==> config.mk <==
export PLATFORM = sky130hd
export DESIGN_NAME = modbus_slave_write_loopback
export DESIGN_NICKNAME = d
export VERILOG_FILES = /design/src/rtl/modbus_slave_pkg.sv /design/src/rtl/modbus_slave_write_loopback.sv
export SDC_FILE = /design/constraint.sdc
export NUM_CORES = 1
export LEC_CHECK = 0
export BUFFER_PORTS_ARGS = -buffer_cell sky130_fd_sc_hd__buf_4
export CORE_UTILIZATION = 39
export DETAILED_ROUTE_END_ITERATION = 12
export RECOVER_POWER = 100
export SYNTH_ARGS = -nofsm -noshare
export SYNTH_HDL_FRONTEND = slang
export SYNTH_SLANG_ARGS = --single-unit
export TNS_END_PERCENT = 1
==> constraint.sdc <==
create_clock -name clk_sys_i -period 9.05 [get_ports clk_sys_i]
set_input_delay 1.3575 -clock clk_sys_i [delete_from_list [all_inputs] [get_ports clk_sys_i]]
set_output_delay 1.3575 -clock clk_sys_i [all_outputs]
set_load 0.1 [all_outputs]
==> src/rtl/modbus_slave_pkg.sv <==
// constants and state codes for the modbus slave write and loopback handler
package modbus_slave_pkg;
    localparam logic [7:0] FN_WRITE_COIL = 8'h05;
    localparam logic [7:0] FN_WRITE_HREG = 8'h06;
    localparam logic [7:0] FN_LOOPBACK = 8'h08;
    localparam logic [7:0] FN_WRITE_COILS = 8'h0F;
    localparam logic [7:0] EXC_FLAG = 8'h80;
    localparam logic [7:0] BCAST_ADDR = 8'h00;
    localparam logic [7:0] RUN_SRC_SERIAL = 8'h03;
    localparam logic [15:0] COIL_ON = 16'hFF00;
    localparam logic [15:0] COIL_OFF = 16'h0000;
    localparam logic [15:0] LOOP_ECHO = 16'h0000;
    localparam logic [15:0] HREG_NUM_OFFSET = 16'h0001;
    localparam logic [7:0] EXC_NONE = 8'h00;
    localparam logic [7:0] EXC_ILLEGAL_FUNC = 8'h01;
    localparam logic [7:0] EXC_ILLEGAL_ADDR = 8'h02;
    localparam logic [7:0] EXC_ILLEGAL_VALUE = 8'h03;
    localparam logic [7:0] EXC_DEVICE_FAIL = 8'h04;
    localparam logic [3:0] FRAME_DEPTH = 4'hC;
    localparam logic [3:0] SINGLE_LEN = 4'h6;
    localparam logic [8:0] MULTI_HDR_LEN = 9'h007;
    localparam logic [7:0] MULTI_MAX_BYTES = 8'h04;
    localparam logic [3:0] NORMAL_LAST = 4'h5;
    localparam logic [3:0] EXC_LAST = 4'h2;

    typedef enum logic [3:0] {
        ST_RX = 4'b0001,
        ST_EXEC = 4'b0010,
        ST_WAIT = 4'b0100,
        ST_TX = 4'b1000
    } state_e;
endpackage : modbus_slave_pkg

==> src/rtl/modbus_slave_write_loopback.sv <==
// modbus slave handler for single/multiple coil write, register write and loopback
`timescale 1ns/100ps

// Functional notes
// - single coil data FF00h sets the coil on, 0000h sets it off
// - coil number 1 is the run command
// - run command passes only when source select equals 03
// - coil address on the line is coil number minus one
// - register number is line address plus one
// - function 06h stores the 16-bit high/low change value in one register
// - broadcast 05h or 06h executes with no reply
// - failed register write answers with an exception
// - function 08h echoes subcode and data unchanged
// - only loopback subcode 0000h is supported, others are refused
// - broadcast 08h or 0Fh is neither executed nor answered
// - function 0Fh sets count consecutive coils from packed data
// - bit 0 of first data byte is the first addressed coil
// - exception reply carries function plus 80h and an exception code
module modbus_slave_write_loopback #(
    parameter int COIL_COUNT = 31
) (
    input wire logic clk_sys_i,
    input wire logic rst_n_i,
    input wire logic [7:0] slave_addr_i,
    input wire logic [7:0] run_command_source_select_i,
    input wire logic [7:0] rx_byte_i,
    input wire logic rx_valid_i,
    input wire logic rx_last_i,
    input wire logic rx_crc_ok_i,
    input wire logic tx_ready_i,
    input wire logic hreg_fail_i,
    output logic busy_o,
    output logic [7:0] tx_byte_o,
    output logic tx_valid_o,
    output logic tx_last_o,
    output logic [COIL_COUNT-1:0] coils_o,
    output logic run_cmd_o,
    output logic hreg_wr_o,
    output logic [15:0] hreg_num_o,
    output logic [15:0] hreg_data_o
);
    localparam logic [16:0] COILS_W = 17'(COIL_COUNT);

    modbus_slave_pkg::state_e state_reg, state_next;
    logic [7:0] frame_reg [0:11];
    logic [3:0] rx_cnt_reg, rx_cnt_next, len_reg;
    logic ovf_reg, ovf_next, big_reg;
    logic [COIL_COUNT-1:0] coils_reg, coils_next;
    logic run_reg, busy_reg, hreg_wr_reg;
    logic [15:0] hreg_num_reg, hreg_data_reg;
    logic exc_reg;
    logic [7:0] exc_code_reg, exc_code_w;
    logic [3:0] tx_idx_reg;
    logic [7:0] tx_byte_reg;
    logic tx_valid_reg, tx_last_reg;

    // frame field decode
    wire [7:0] fn_w = frame_reg[1];
    wire [15:0] addr_w = {frame_reg[2], frame_reg[3]};
    wire [15:0] data_w = {frame_reg[4], frame_reg[5]};
    wire [7:0] bcnt_w = frame_reg[6];
    wire [31:0] bits_w = {frame_reg[10], frame_reg[9], frame_reg[8], frame_reg[7]};
    wire bcast_w = frame_reg[0] == modbus_slave_pkg::BCAST_ADDR;
    wire mine_w = bcast_w || (frame_reg[0] == slave_addr_i);
    wire exec_w = (state_reg == modbus_slave_pkg::ST_EXEC) && mine_w;
    wire [16:0] end_w = {1'b0, addr_w} + {1'b0, data_w};
    wire [7:0] need_w = (8'(data_w[5:0]) + 8'h07) >> 3;

    // receive side
    wire rx_take_w = (state_reg == modbus_slave_pkg::ST_RX) && rx_valid_i;
    wire rx_room_w = rx_cnt_reg < modbus_slave_pkg::FRAME_DEPTH;
    wire rx_done_w = rx_take_w && rx_last_i;
    assign rx_cnt_next = !rx_take_w ? rx_cnt_reg : rx_last_i ? 4'h0 : rx_room_w ? rx_cnt_reg + 4'h1 : rx_cnt_reg;
    assign ovf_next = !rx_take_w ? ovf_reg : rx_last_i ? 1'b0 : ovf_reg | !rx_room_w;

    // validation
    wire single_len_ok_w = !big_reg && (len_reg == modbus_slave_pkg::SINGLE_LEN);
    wire coil_val_ok_w = (data_w == modbus_slave_pkg::COIL_ON) || (data_w == modbus_slave_pkg::COIL_OFF);
    wire coil_addr_ok_w = {1'b0, addr_w} < COILS_W;
    // byte count is taken as sent; padding to even is the master's job
    wire multi_len_ok_w = !big_reg && ({5'h00, len_reg} == {1'b0, bcnt_w} + modbus_slave_pkg::MULTI_HDR_LEN)
        && (bcnt_w >= need_w) && (bcnt_w <= modbus_slave_pkg::MULTI_MAX_BYTES);
    wire multi_cnt_ok_w = (data_w != 16'h0000) && ({1'b0, data_w} <= COILS_W);
    wire multi_rng_ok_w = end_w <= COILS_W;
    wire is_single_w = (fn_w == modbus_slave_pkg::FN_WRITE_COIL) || (fn_w == modbus_slave_pkg::FN_WRITE_HREG);

    always_comb begin
        exc_code_w = modbus_slave_pkg::EXC_NONE;
        case (fn_w)
            modbus_slave_pkg::FN_WRITE_COIL: begin
                if (!single_len_ok_w || !coil_val_ok_w) exc_code_w = modbus_slave_pkg::EXC_ILLEGAL_VALUE;
                else if (!coil_addr_ok_w) exc_code_w = modbus_slave_pkg::EXC_ILLEGAL_ADDR;
            end
            modbus_slave_pkg::FN_WRITE_HREG: begin
                if (!single_len_ok_w) exc_code_w = modbus_slave_pkg::EXC_ILLEGAL_VALUE;
            end
            modbus_slave_pkg::FN_LOOPBACK: begin
                if (!single_len_ok_w) exc_code_w = modbus_slave_pkg::EXC_ILLEGAL_VALUE;
                else if (addr_w != modbus_slave_pkg::LOOP_ECHO) exc_code_w = modbus_slave_pkg::EXC_ILLEGAL_FUNC;
            end
            modbus_slave_pkg::FN_WRITE_COILS: begin
                if (!multi_len_ok_w || !multi_cnt_ok_w) exc_code_w = modbus_slave_pkg::EXC_ILLEGAL_VALUE;
                else if (!multi_rng_ok_w) exc_code_w = modbus_slave_pkg::EXC_ILLEGAL_ADDR;
            end
            default: exc_code_w = modbus_slave_pkg::EXC_ILLEGAL_FUNC;
        endcase
    end

    // broadcast runs only single writes
    wire go_w = exec_w && (exc_code_w == modbus_slave_pkg::EXC_NONE) && (!bcast_w || is_single_w);
    wire single_hit_w = go_w && (fn_w == modbus_slave_pkg::FN_WRITE_COIL);
    wire multi_hit_w = go_w && (fn_w == modbus_slave_pkg::FN_WRITE_COILS);
    wire hreg_hit_w = go_w && (fn_w == modbus_slave_pkg::FN_WRITE_HREG);

    // coil update, bit i is coil number i+1
    for (genvar i = 0; i < COIL_COUNT; i++) begin : g_coil
        localparam logic [16:0] IDX = 17'(i);
        wire in_rng_w = ({1'b0, addr_w} <= IDX) && (IDX < end_w);
        wire [16:0] off_w = IDX - {1'b0, addr_w};
        assign coils_next[i] = (single_hit_w && (addr_w == IDX[15:0])) ? (data_w == modbus_slave_pkg::COIL_ON)
            : (multi_hit_w && in_rng_w) ? bits_w[off_w[4:0]] : coils_reg[i];
    end

    // sequencing
    wire tx_fire_w = tx_valid_reg && tx_ready_i;
    always_comb begin
        state_next = state_reg;
        unique case (state_reg)
            modbus_slave_pkg::ST_RX: if (rx_done_w && rx_crc_ok_i) state_next = modbus_slave_pkg::ST_EXEC;
            modbus_slave_pkg::ST_EXEC: begin
                if (!mine_w) state_next = modbus_slave_pkg::ST_RX;
                else if (hreg_hit_w) state_next = modbus_slave_pkg::ST_WAIT;
                else if (bcast_w) state_next = modbus_slave_pkg::ST_RX;
                else state_next = modbus_slave_pkg::ST_TX;
            end
            modbus_slave_pkg::ST_WAIT: state_next = bcast_w ? modbus_slave_pkg::ST_RX : modbus_slave_pkg::ST_TX;
            modbus_slave_pkg::ST_TX: if (tx_fire_w && tx_last_reg) state_next = modbus_slave_pkg::ST_RX;
        endcase
    end

    // reply bytes: echo of first six bytes, or address, function+80h, code
    wire tx_start_w = (state_next == modbus_slave_pkg::ST_TX) && (state_reg != modbus_slave_pkg::ST_TX);
    wire [3:0] tx_idx_next = tx_start_w ? 4'h0 : tx_fire_w ? tx_idx_reg + 4'h1 : tx_idx_reg;
    wire [3:0] tx_end_w = exc_reg ? modbus_slave_pkg::EXC_LAST : modbus_slave_pkg::NORMAL_LAST;
    wire [7:0] tx_byte_next = (exc_reg && tx_idx_next == 4'h1) ? (fn_w | modbus_slave_pkg::EXC_FLAG)
        : (exc_reg && tx_idx_next == 4'h2) ? exc_code_reg : frame_reg[tx_idx_next];
    wire tx_valid_next = tx_start_w | (tx_valid_reg & ~(tx_fire_w & tx_last_reg));
    wire wait_fail_w = (state_reg == modbus_slave_pkg::ST_WAIT) && hreg_fail_i;

    always_ff @(posedge clk_sys_i) begin
        if (rx_take_w && rx_room_w) frame_reg[rx_cnt_reg] <= rx_byte_i;
    end

    always_ff @(posedge clk_sys_i or negedge rst_n_i) begin
        if (!rst_n_i) begin
            state_reg <= modbus_slave_pkg::ST_RX;
            rx_cnt_reg <= 4'h0;
            ovf_reg <= 1'b0;
            len_reg <= 4'h0;
            big_reg <= 1'b0;
            busy_reg <= 1'b0;
        end else begin
            state_reg <= state_next;
            rx_cnt_reg <= rx_cnt_next;
            ovf_reg <= ovf_next;
            busy_reg <= state_next != modbus_slave_pkg::ST_RX;
            if (rx_done_w) begin
                len_reg <= rx_room_w ? rx_cnt_reg + 4'h1 : rx_cnt_reg;
                big_reg <= ovf_reg | !rx_room_w;
            end
        end
    end

    always_ff @(posedge clk_sys_i or negedge rst_n_i) begin
        if (!rst_n_i) begin
            coils_reg <= '0;
            run_reg <= 1'b0;
            hreg_wr_reg <= 1'b0;
            hreg_num_reg <= 16'h0000;
            hreg_data_reg <= 16'h0000;
        end else begin
            coils_reg <= coils_next;
            run_reg <= coils_reg[0] && (run_command_source_select_i == modbus_slave_pkg::RUN_SRC_SERIAL);
            hreg_wr_reg <= hreg_hit_w;
            if (hreg_hit_w) begin
                hreg_num_reg <= addr_w + modbus_slave_pkg::HREG_NUM_OFFSET;
                hreg_data_reg <= data_w;
            end
        end
    end

    always_ff @(posedge clk_sys_i or negedge rst_n_i) begin
        if (!rst_n_i) begin
            exc_reg <= 1'b0;
            exc_code_reg <= modbus_slave_pkg::EXC_NONE;
            tx_idx_reg <= 4'h0;
            tx_byte_reg <= 8'h00;
            tx_valid_reg <= 1'b0;
            tx_last_reg <= 1'b0;
        end else begin
            if (exec_w) begin
                exc_reg <= exc_code_w != modbus_slave_pkg::EXC_NONE;
                exc_code_reg <= exc_code_w;
            end else if (wait_fail_w) begin
                exc_reg <= 1'b1;
                exc_code_reg <= modbus_slave_pkg::EXC_DEVICE_FAIL;
            end
            tx_idx_reg <= tx_idx_next;
            tx_byte_reg <= tx_byte_next;
            tx_valid_reg <= tx_valid_next;
            tx_last_reg <= tx_valid_next && !tx_start_w && (tx_idx_next == tx_end_w);
        end
    end

    assign busy_o = busy_reg;
    assign tx_byte_o = tx_byte_reg;
    assign tx_valid_o = tx_valid_reg;
    assign tx_last_o = tx_last_reg;
    assign coils_o = coils_reg;
    assign run_cmd_o = run_reg;
    assign hreg_wr_o = hreg_wr_reg;
    assign hreg_num_o = hreg_num_reg;
    assign hreg_data_o = hreg_data_reg;
endmodule : modbus_slave_write_loopback
# ---- After elaboration in Yosys (flattened, before gate mapping)
# Memories as Yosys holds them, arrays and structs flattened.
# Cells that the tools add are included.
dict set report classes {
  add_sub_neg 37
  magnitude_cmp 99
  eq_ne 49
  muxes 152
  n_bitwise 5
  n_reduce_logical 170
}
# cell n
set op_table {}
lappend op_table {{<= comparator 16 x 5 -> 1 bit (second input constant)} 16}
lappend op_table {{less-than comparator 5 x 17 -> 1 bit (first input constant)} 15}
lappend op_table {{== test 16 x 5 -> 1 bit (second input constant)} 15}
lappend op_table {{less-than comparator 5 x 6 -> 1 bit (second input constant)} 31}
lappend op_table {{binary-select mux 1 bit (select 5 bit)} 31}
lappend op_table {{less-than comparator 4 x 17 -> 1 bit (first input constant)} 8}
lappend op_table {{== test 16 x 4 -> 1 bit (second input constant)} 8}
lappend op_table {{<= comparator 16 x 4 -> 1 bit (second input constant)} 8}
lappend op_table {{logical AND 1 bit} 117}
lappend op_table {{two-way mux 1 bit} 99}
lappend op_table {{subtractor 5 bit (first input constant)} 15}
lappend op_table {{less-than comparator 3 x 17 -> 1 bit (first input constant)} 4}
lappend op_table {{== test 16 x 3 -> 1 bit (second input constant)} 4}
lappend op_table {{<= comparator 16 x 3 -> 1 bit (second input constant)} 4}
lappend op_table {{nonzero test 2 bit} 32}
lappend op_table {{two-way mux 8 bit} 5}
lappend op_table {{subtractor 4 x 5 -> 5 bit (first input constant)} 8}
lappend op_table {{two-way mux 4 bit} 9}
lappend op_table {{less-than comparator 1 x 17 -> 1 bit (first input constant)} 2}
lappend op_table {{less-than comparator 2 x 17 -> 1 bit (first input constant)} 2}
lappend op_table {{== test 16 x 2 -> 1 bit (second input constant)} 2}
lappend op_table {{<= comparator 16 x 1 -> 1 bit (second input constant)} 2}
lappend op_table {{<= comparator 16 x 2 -> 1 bit (second input constant)} 2}
lappend op_table {{zero test 16 bit} 2}
lappend op_table {{other kinds (39)} 71}
dict set report totals {
  ff_bits 103
  mem_bits_rw 96
  in_bits 31
  output_inout_bits 76
  wordCells 560
  n_memories 1
}
# name depth width rd rd_ports_with_merged_regs write_ports line_no
set memory_table {}
lappend memory_table {frame_reg 12 8 12 0 1 modbus_slave_write_loopback.sv:45} ;# logic [7:0] frame_reg [0:11];

# ---- Logic depth before layout (Yosys ltp)
# Gate-level depths: netlist (run 1).
# An unclocked memory read counts as a cell.
dict set report depth {
  ltp_word 24
  ltp_mapped 15
  ltp_nobuf 13
}

# ---- Worst setup path after synthesis (run 1)
# No wires, ideal clock.
dict set report synth_path {
  path_kind {register -> register}
  start {mem frame_reg[3][1]}
  end {reg coils_reg[22] (netlist: coils_o[22])}
  setup_ps 130
  arrival_ps 3950
  t_required_ps 8920
  path_slack_ps 4970
  stages_incl_launch_ff 15
  path_buffers 4
  synth_period_minus_slack_ps 4080
  cell_sequence {edfxtp_1 > buf_1 > clkbuf_1 > inv_1 > ha_1 > clkbuf_1 > clkbuf_1 > mux4_2 > mux2i_1 > mux2i_1 > mux2_2 > o21ai_0 > nor3_1 > nor2_1 > o41ai_1}
}
# item line_no
set synth_lines {}
lappend synth_lines {{start, declared} modbus_slave_write_loopback.sv:45}
lappend synth_lines {{end signal, assigned} modbus_slave_write_loopback.sv:182} ;# coils_reg <= coils_next;
lappend synth_lines {{end, declared} modbus_slave_write_loopback.sv:48} ;# logic [COIL_COUNT-1:0] coils_reg, coils_next;

==> results of run 1 <==
per-layer routing:
layer,global-route usage (%),routed length [um]
met4,9.38,1940
met5,0,0
met1,36.3,21400
met2,41.8,22700
met3,4.02,4030
final timing paths:
| path | cells after the start | to | startpoint | slack, ns |
|---|---|---|---|---|
| worst max-delay path | 2 | exc_code_reg[2]$_DFFE_PN0P_ | rst_n_i | 3.48 |
| worst min-delay path | 2 | hreg_data_o[13]$_DFFE_PN0P_ | hreg_data_o[13]$_DFFE_PN0P_ | 0.47 |
| worst max register to register | 14 | coils_o[11]$_DFFE_PN0P_ | frame_reg[5][2]$_DFFE_PP_ | 3.96 |
| worst min register to register | 2 | hreg_data_o[13]$_DFFE_PN0P_ | hreg_data_o[13]$_DFFE_PN0P_ | 0.47 |
| max in group clk_sys_i | 12 | tx_byte_o[4]$_DFF_PN0_ | slave_addr_i[4] | 3.81 |
| min in group asynchronous | 1 | hreg_num_o[12]$_DFFE_PN0P_ | rst_n_i | 1.52 |
kinds of logic (layout without fill, tap and decap cells):
| family | after synthesis | count (layout) | share of synthesized area, % |
|---|---|---|---|
| buffers and inverters | 97 | 199 | 2.61 |
| other | 1 | 32 | 0.0256 |
| AOI/OAI and AO/OA | 285 | 285 | 13.4 |
| muxes | 178 | 178 | 15.5 |
| adders and majority gates | 44 | 44 | 3.81 |
| and+or+nand+nor | 525 | 525 | 17.8 |
| DFF | 226 | 226 | 43.0 |
| xor gates and xnor gates | 67 | 67 | 4.00 |
Yosys cell counts, types with 23 or more instances:
cell and instances:
mux4_2 36, nand2_1 220, o21ai_0 63, a21oi_1 55, o22ai_1 23, nand3_1 41
mux2_2 30, edfxtp_1 128, clkbuf_1 59, xor2_1 34, and3_1 32, xnor2_1 33
ha_1 43, dfrtp_1 97, nor2_1 79, mux2i_1 112, nor3_1 38
placed cells by master, fill, tap and decap left out, types with 6 or more instances in the layout:
cell type and n:
nand2_1 220, edfxtp_1 128, mux2i_1 112, clkbuf_1 101, dfrtp_1 97, nor2_1 79, o21ai_0 64, a21oi_1 55
ha_1 43, nand3_1 42, nor3_1 38, mux4_2 36, xor2_1 32, xnor2_1 32, and3_1 32, conb_1 32
mux2_2 30, buf_4 30, clkbuf_16 26, nor4_1 24, o22ai_1 23, inv_1 22, a31oi_1 19, a21o_1 17
nand4_1 16, o211ai_1 12, a2111oi_0 12, and2_1 9, nor2b_1 8, or4_1 8, a221oi_1 8, a211oi_1 8
clkinv_1 6, or2_2 6, a22oi_1 6, o41ai_1 6
power groups by stage:
| stage | logic (mW) | clock network [mW] | registers (mW) |
|---|---|---|---|
| 3_5_place_dp | 1.04 | 0 | 1.19 |
| 5_1_grt | 1.11 | 1.11 | 1.17 |
| 6_report | 1.04 | 1.06 | 1.17 |
| 4_1_cts | 1.04 | 1.07 | 1.17 |
| 2_1_floorplan | 0.540 | 0 | 1.34 |
| 3_3_place_gp | 1.04 | 0 | 1.19 |
per-stage QoR:
step / area, um2 / setup WS, ns / hold WS (ns)
final: 16400 / 3.48 / 0.469
after global routing: 16400 / 2.36 / 0.490
after CTS: 16900 / 4.74 / 0.474
after detailed placement: 16000 / 4.49 / 0.461
after global placement: 16000 / 4.52 / 0.456
after floorplan: 14800 / 4.97 / 0.463
final cells by class:
cell class,count,area share (%)
Tap cell,468,3.56
Clock buffer,37,4.39
Sequential cell,226,38.3
Clock inverter,11,0.761
Multi-Input combinational cell,1131,48.8
Timing Repair Buffer,126,3.63
Inverter,25,0.571
==> flow_summary.json, run 1 <==
{
  "ys_seq_area_share_pct": 43.0,
  "syn_avg_cell_area_um2": 10.3,
  "maxCapViolations": 3,
  "clock_sinks": 226,
  "grt_pass1_wl_um": 76500,
  "yosys_warnings": 0,
  "switching_share_pct": 37.7,
  "core_mm2": 0.0368,
  "cts_tree": "done",
  "regArea_mm2": 0.00630,
  "final_core_util_pct": 44.7,
  "area_delta_synth_final_pct": 12.1,
  "initial_core_util_pct": 39.9,
  "synth-edff-count": 128,
  "multi_input_area_mm2": 0.00802,
  "grt_setup_unrepaired": "false",
  "power_frac_clock_pct": 32.4,
  "slew_headroom_pct": -118,
  "async_flop_share_pct": 43.4,
  "min_period_ns": 5.57,
  "grt_util_all_layers_pct": 26.2,
  "clk_latency_ns": 0.56,
  "synth_cells": 1423,
  "largest_reg_flops": 128,
  "cp_cell_sequence": "clkbuf_1 -> clkbuf_1",
  "yosys-top-cells-area": "edfxtp_1, dfrtp_1, mux2i_1",
  "cts-resized-gates": 0,
  "antenna_found_initial": 0,
  "share_comb_of_total_power_pct": 31.8,
  "num-nets-final": 1611,
  "cp.buffers_inverters": 2,
  "vias": 12447,
  "root_buffer": "clkbuf_16",
  "layoutNonFillerInstCount": 2024,
  "clk_path_buf_depth": 3,
  "fp.dieH_um": 196,
  "finalSetupTns_ns": 0,
  "worstPathArrival_ns": 5.50,
  "diodes": 0,
  "ios": 107,
  "hold_class": "register to register",
  "internal-power_mw": 2.03,
  "fin_crit_sh_pct": 61.6,
  "detailed_place_hpwl_um": 36700,
  "io_buffer_count": 106,
  "num-fill-cells": 3601,
  "ctsHoldBuffers": 0,
  "first_global_vias": 12049,
  "via_per_inst": 6.15,
  "dp.cells": 1976,
  "routed_wl_um": 50100,
  "netlist.area_leader.share_pct": 26.2,
  "htree_levels": 1,
  "cts-buffers-inserted": 26,
  "die_w_um": 196,
  "p_leak_nw": 6.25,
  "skew_ns": 0.0132,
  "post_cts_buffers": 0,
  "ir_drop_mv": 0.393,
  "crit_required_ns": 8.98,
  "total_power_mw": 3.26,
  "detail_route.iter0.violations": 1345,
  "slowest_delay_ns": 2.40,
  "crit_fanout": 59,
  "overflow": 0,
  "critical-path-top-delay-family": "buffers and inverters",
  "wl_per_cell_um": 24.8,
  "dieArea_mm2": 0.0384,
  "max_freq_mhz": 179,
  "cpMaxStageDelayCell": "clkbuf_1",
  "p_switching_mw": 1.23,
  "seqPwrFrac_pct": 35.8,
  "status": "finished with violations",
  "synth_seq_cells": 226,
  "powerDensity_mw_per_mm2": 199,
  "synth_area_leader_cell": "edfxtp_1",
  "yosysUniqueCellTypes": 82,
  "clk_pin_slew_ns": 0.06,
  "hold_viol": 0,
  "first_pass_iters": 6,
  "critPathLaunchType": "input pin",
  "place.gp.congestion": 1.01,
  "drv_slew": 149,
  "drc": 0,
  "syn_area_mm2": 0.0147,
  "rows": 70,
  "finalSetupViolCount": 0,
  "worst_setup_path_end_kind": "asynchronous set/reset pin",
  "grt_start_max_net_pins": 60,
  "drt.antenna.violating_nets": 0,
  "critPathKind": "input pin to asynchronous set/reset pin",
  "worst_pin_slew_ns": 3.26,
  "violations": "max-capacitance violations, max-slew violations",
  "drive_above_1_share_pct": 10.2,
  "crit_top_cell": "clkbuf_1",
  "ys.flop_type": "edfxtp_1"
}
No activity file was read; power rests on OpenSTA's default activity.
==> run 2: changes to the inputs <==
--- a/config.mk
+++ b/config.mk
@@ -5,6 +5,7 @@
 export SDC_FILE = /design/constraint.sdc
 export NUM_CORES = 1
 export LEC_CHECK = 0
+export ABC_AREA = 1
 export BUFFER_PORTS_ARGS = -buffer_cell sky130_fd_sc_hd__buf_4
 export CORE_UTILIZATION = 39
 export DETAILED_ROUTE_END_ITERATION = 12
==> constraint.sdc (replaced) <==
create_clock -name clk_sys_i -period 5.2 [get_ports clk_sys_i]
set_input_delay 0.78 -clock clk_sys_i [delete_from_list [all_inputs] [get_ports clk_sys_i]]
set_output_delay 0.78 -clock clk_sys_i [all_outputs]
set_load 0.1 [all_outputs]
==> flow_summary.json, run 2 <==
{
  "violations": "max-capacitance violations, max-slew violations",
  "reg2reg_slack_ns": 0.66,
  "mostFrequentLayoutCells": "nand2_1, inv_1, o21ai_0",
  "drc": 0,
  "largest_reg_flops": 128,
  "drt.antenna.violating_nets": 0,
  "worstPathArrival_ns": 5.03,
  "synth_area_leader_cell": "edfxtp_1",
  "wl_per_cell_um": 20.2,
  "fp.dieH_um": 199,
  "hold_viol": 0,
  "drv_slew": 95,
  "slew_headroom_pct": -153,
  "clk_latency_ns": 0.58,
  "share_comb_of_total_power_pct": 1.8,
  "regArea_mm2": 0.00630,
  "cts_tree": "done",
  "rows": 71,
  "p_leak_nw": 7.77,
  "synthTopCellsByCount": "nand2_1, inv_1, o21ai_0",
  "via_per_inst": 5.35,
  "detail_route.iter0.violations": 1158,
  "ir_drop_mv": 0.239,
  "cpMaxStageDelayCell": "edfxtp_1",
  "powerDensity_mw_per_mm2": 234,
  "yosys_warnings": 0,
  "overflow": 0,
  "post_cts_buffers": 0,
  "internal-power_mw": 3.11,
  "syn_avg_cell_area_um2": 7.47,
  "layoutNonFillerInstCount": 2674,
  "skew_ns": 0.0228,
  "finalSetupTns_ns": 0,
  "grt_setup_unrepaired": "false",
  "min_period_ns": 4.54,
  "seqPwrFrac_pct": 48.4,
  "crit_required_ns": 5.69,
  "antenna_found_initial": 0,
  "crit_top_cell": "nand2_1",
  "cp.buffers_inverters": 2,
  "ctsHoldBuffers": 0,
  "async_flop_share_pct": 43.4,
  "cts-resized-gates": 0,
  "ys.flop_type": "edfxtp_1",
  "num-fill-cells": 3958,
  "clk_path_buf_depth": 3,
  "place.gp.congestion": 1.01,
  "maxCapViolations": 4,
  "status": "finished with violations",
  "hold_class": "input pin to register",
  "vias": 14311,
  "io_buffer_count": 106,
  "yosys-top-cells-area": "edfxtp_1, dfrtp_1, nand2_1",
  "final_core_util_pct": 45.0,
  "synth_seq_cells": 226,
  "initial_core_util_pct": 39.8,
  "die_w_um": 199,
  "postPlaceCellArea_mm2": 0.0165,
  "synth-edff-count": 128,
  "core_mm2": 0.0378,
  "root_buffer": "clkbuf_16",
  "worst_hold_slack_ns": 0.362,
  "worst_setup_path_end_kind": "register",
  "p_switching_mw": 0.871,
  "dieArea_mm2": 0.0394,
  "power_frac_clock_pct": 49.8,
  "grt_pass1_wl_um": 80800,
  "area_delta_synth_final_pct": 13.1,
  "switching_share_pct": 21.9,
  "first_pass_iters": 5,
  "clock_sinks": 226,
  "netlist.area_leader.share_pct": 25.5,
  "diodes": 0,
  "finalSetupViolCount": 0,
  "ios": 107,
  "grt_start_max_net_pins": 68,
  "critPathLaunchType": "register",
  "crit_fanout": 26,
  "worst_pin_slew_ns": 3.79,
  "max_freq_mhz": 220,
  "critPathKind": "register to register",
  "slowest_delay_ns": 0.48,
  "ys_seq_area_share_pct": 41.8,
  "dp.cells": 2624,
  "routed_wl_um": 54000,
  "stdcell_area_mm2": 0.0170,
  "num-nets-final": 2217,
  "final_common_cell": "nand2_1",
  "synth_cells": 2017,
  "critical-path-top-delay-family": "simple AND/OR/NAND/NOR gates",
  "multi_input_area_mm2": 0.00757,
  "htree_levels": 1,
  "first_global_vias": 13443,
  "grt_util_all_layers_pct": 27.4,
  "fin_crit_sh_pct": 87.4,
  "cts-buffers-inserted": 27,
  "syn_area_mm2": 0.0151,
  "clk_pin_slew_ns": 0.06,
  "synth_most_common_cell": "nand2_1",
  "yosysUniqueCellTypes": 61,
  "drive_above_1_share_pct": 6.61,
  "detailed_place_hpwl_um": 40900
}
-- run 2: final timing paths --
check / from / to / cells after the start
max in group asynchronous: rst_n_i / tx_idx_reg[0]$_DFF_PN0_ / 2
worst min register to register: hreg_data_o[12]$_DFFE_PN0P_ / hreg_data_o[12]$_DFFE_PN0P_ / 2
worst max register to register: frame_reg[5][1]$_DFFE_PP_ / tx_byte_o[2]$_DFF_PN0_ / 25
worst max-delay path: frame_reg[5][1]$_DFFE_PP_ / tx_byte_o[2]$_DFF_PN0_ / 25
min in group asynchronous: rst_n_i / coils_o[30]$_DFFE_PN0P_ / 1
worst min-delay path: run_command_source_select_i[6] / run_cmd_o$_DFF_PN0_ / 2
-- run 2: metrics by stage --
step,total power [mW],setup WS (ns)
floorplan,1.97,1.89
global placement,2.04,1.04
detailed placement,2.04,0.933
CTS,4.02,0.916
global route,4.08,0.197
finish,3.98,0.656
-- run 2: logic make-up (layout without fill, tap and decap cells) --
| logic type | Yosys count | in the layout | synth area share, % |
|---|---|---|---|
| flip-flops | 226 | 226 | 41.8 |
| other | 1 | 32 | 0.0249 |
| AND/OR/NAND/NOR | 1048 | 1048 | 30.2 |
| adder cells (fa/ha/maj) | 44 | 44 | 3.70 |
| AO/OA/AOI/OAI | 308 | 308 | 11.6 |
| multiplexers | 27 | 27 | 1.88 |
| buffers and inverters | 325 | 440 | 8.61 |
| XOR/XNOR | 38 | 38 | 2.21 |
-- run 2: layer usage --
metal | wire, um | up-vias | global-route usage (%)
li1 | - | 6901 | -
met1 | 24800 | 6835 | 37.8
met2 | 24700 | 469 | 45.1
met3 | 2610 | 106 | 2.31
met4 | 1880 | 0 | 9.32
met5 | 0 | - | 0
-- run 2: layout make-up --
class / count / area share [%]
flip-flops and latches: 226 / 37.0
multi-input cells: 1497 / 44.4
repair buffers: 130 / 3.71
clock buffers: 31 / 4.11
inverters: 260 / 5.74
well taps: 511 / 3.75
clock inverters: 19 / 1.29
-- run 2: power groups by stage --
stage,logic (mW),registers [mW],clock network [mW]
floorplan,0.0133,1.96,0
global placement,0.0750,1.96,0
detailed placement,0.0761,1.96,0
CTS,0.0761,1.93,2.01
global route,0.0800,1.93,2.07
finish,0.0710,1.93,1.98
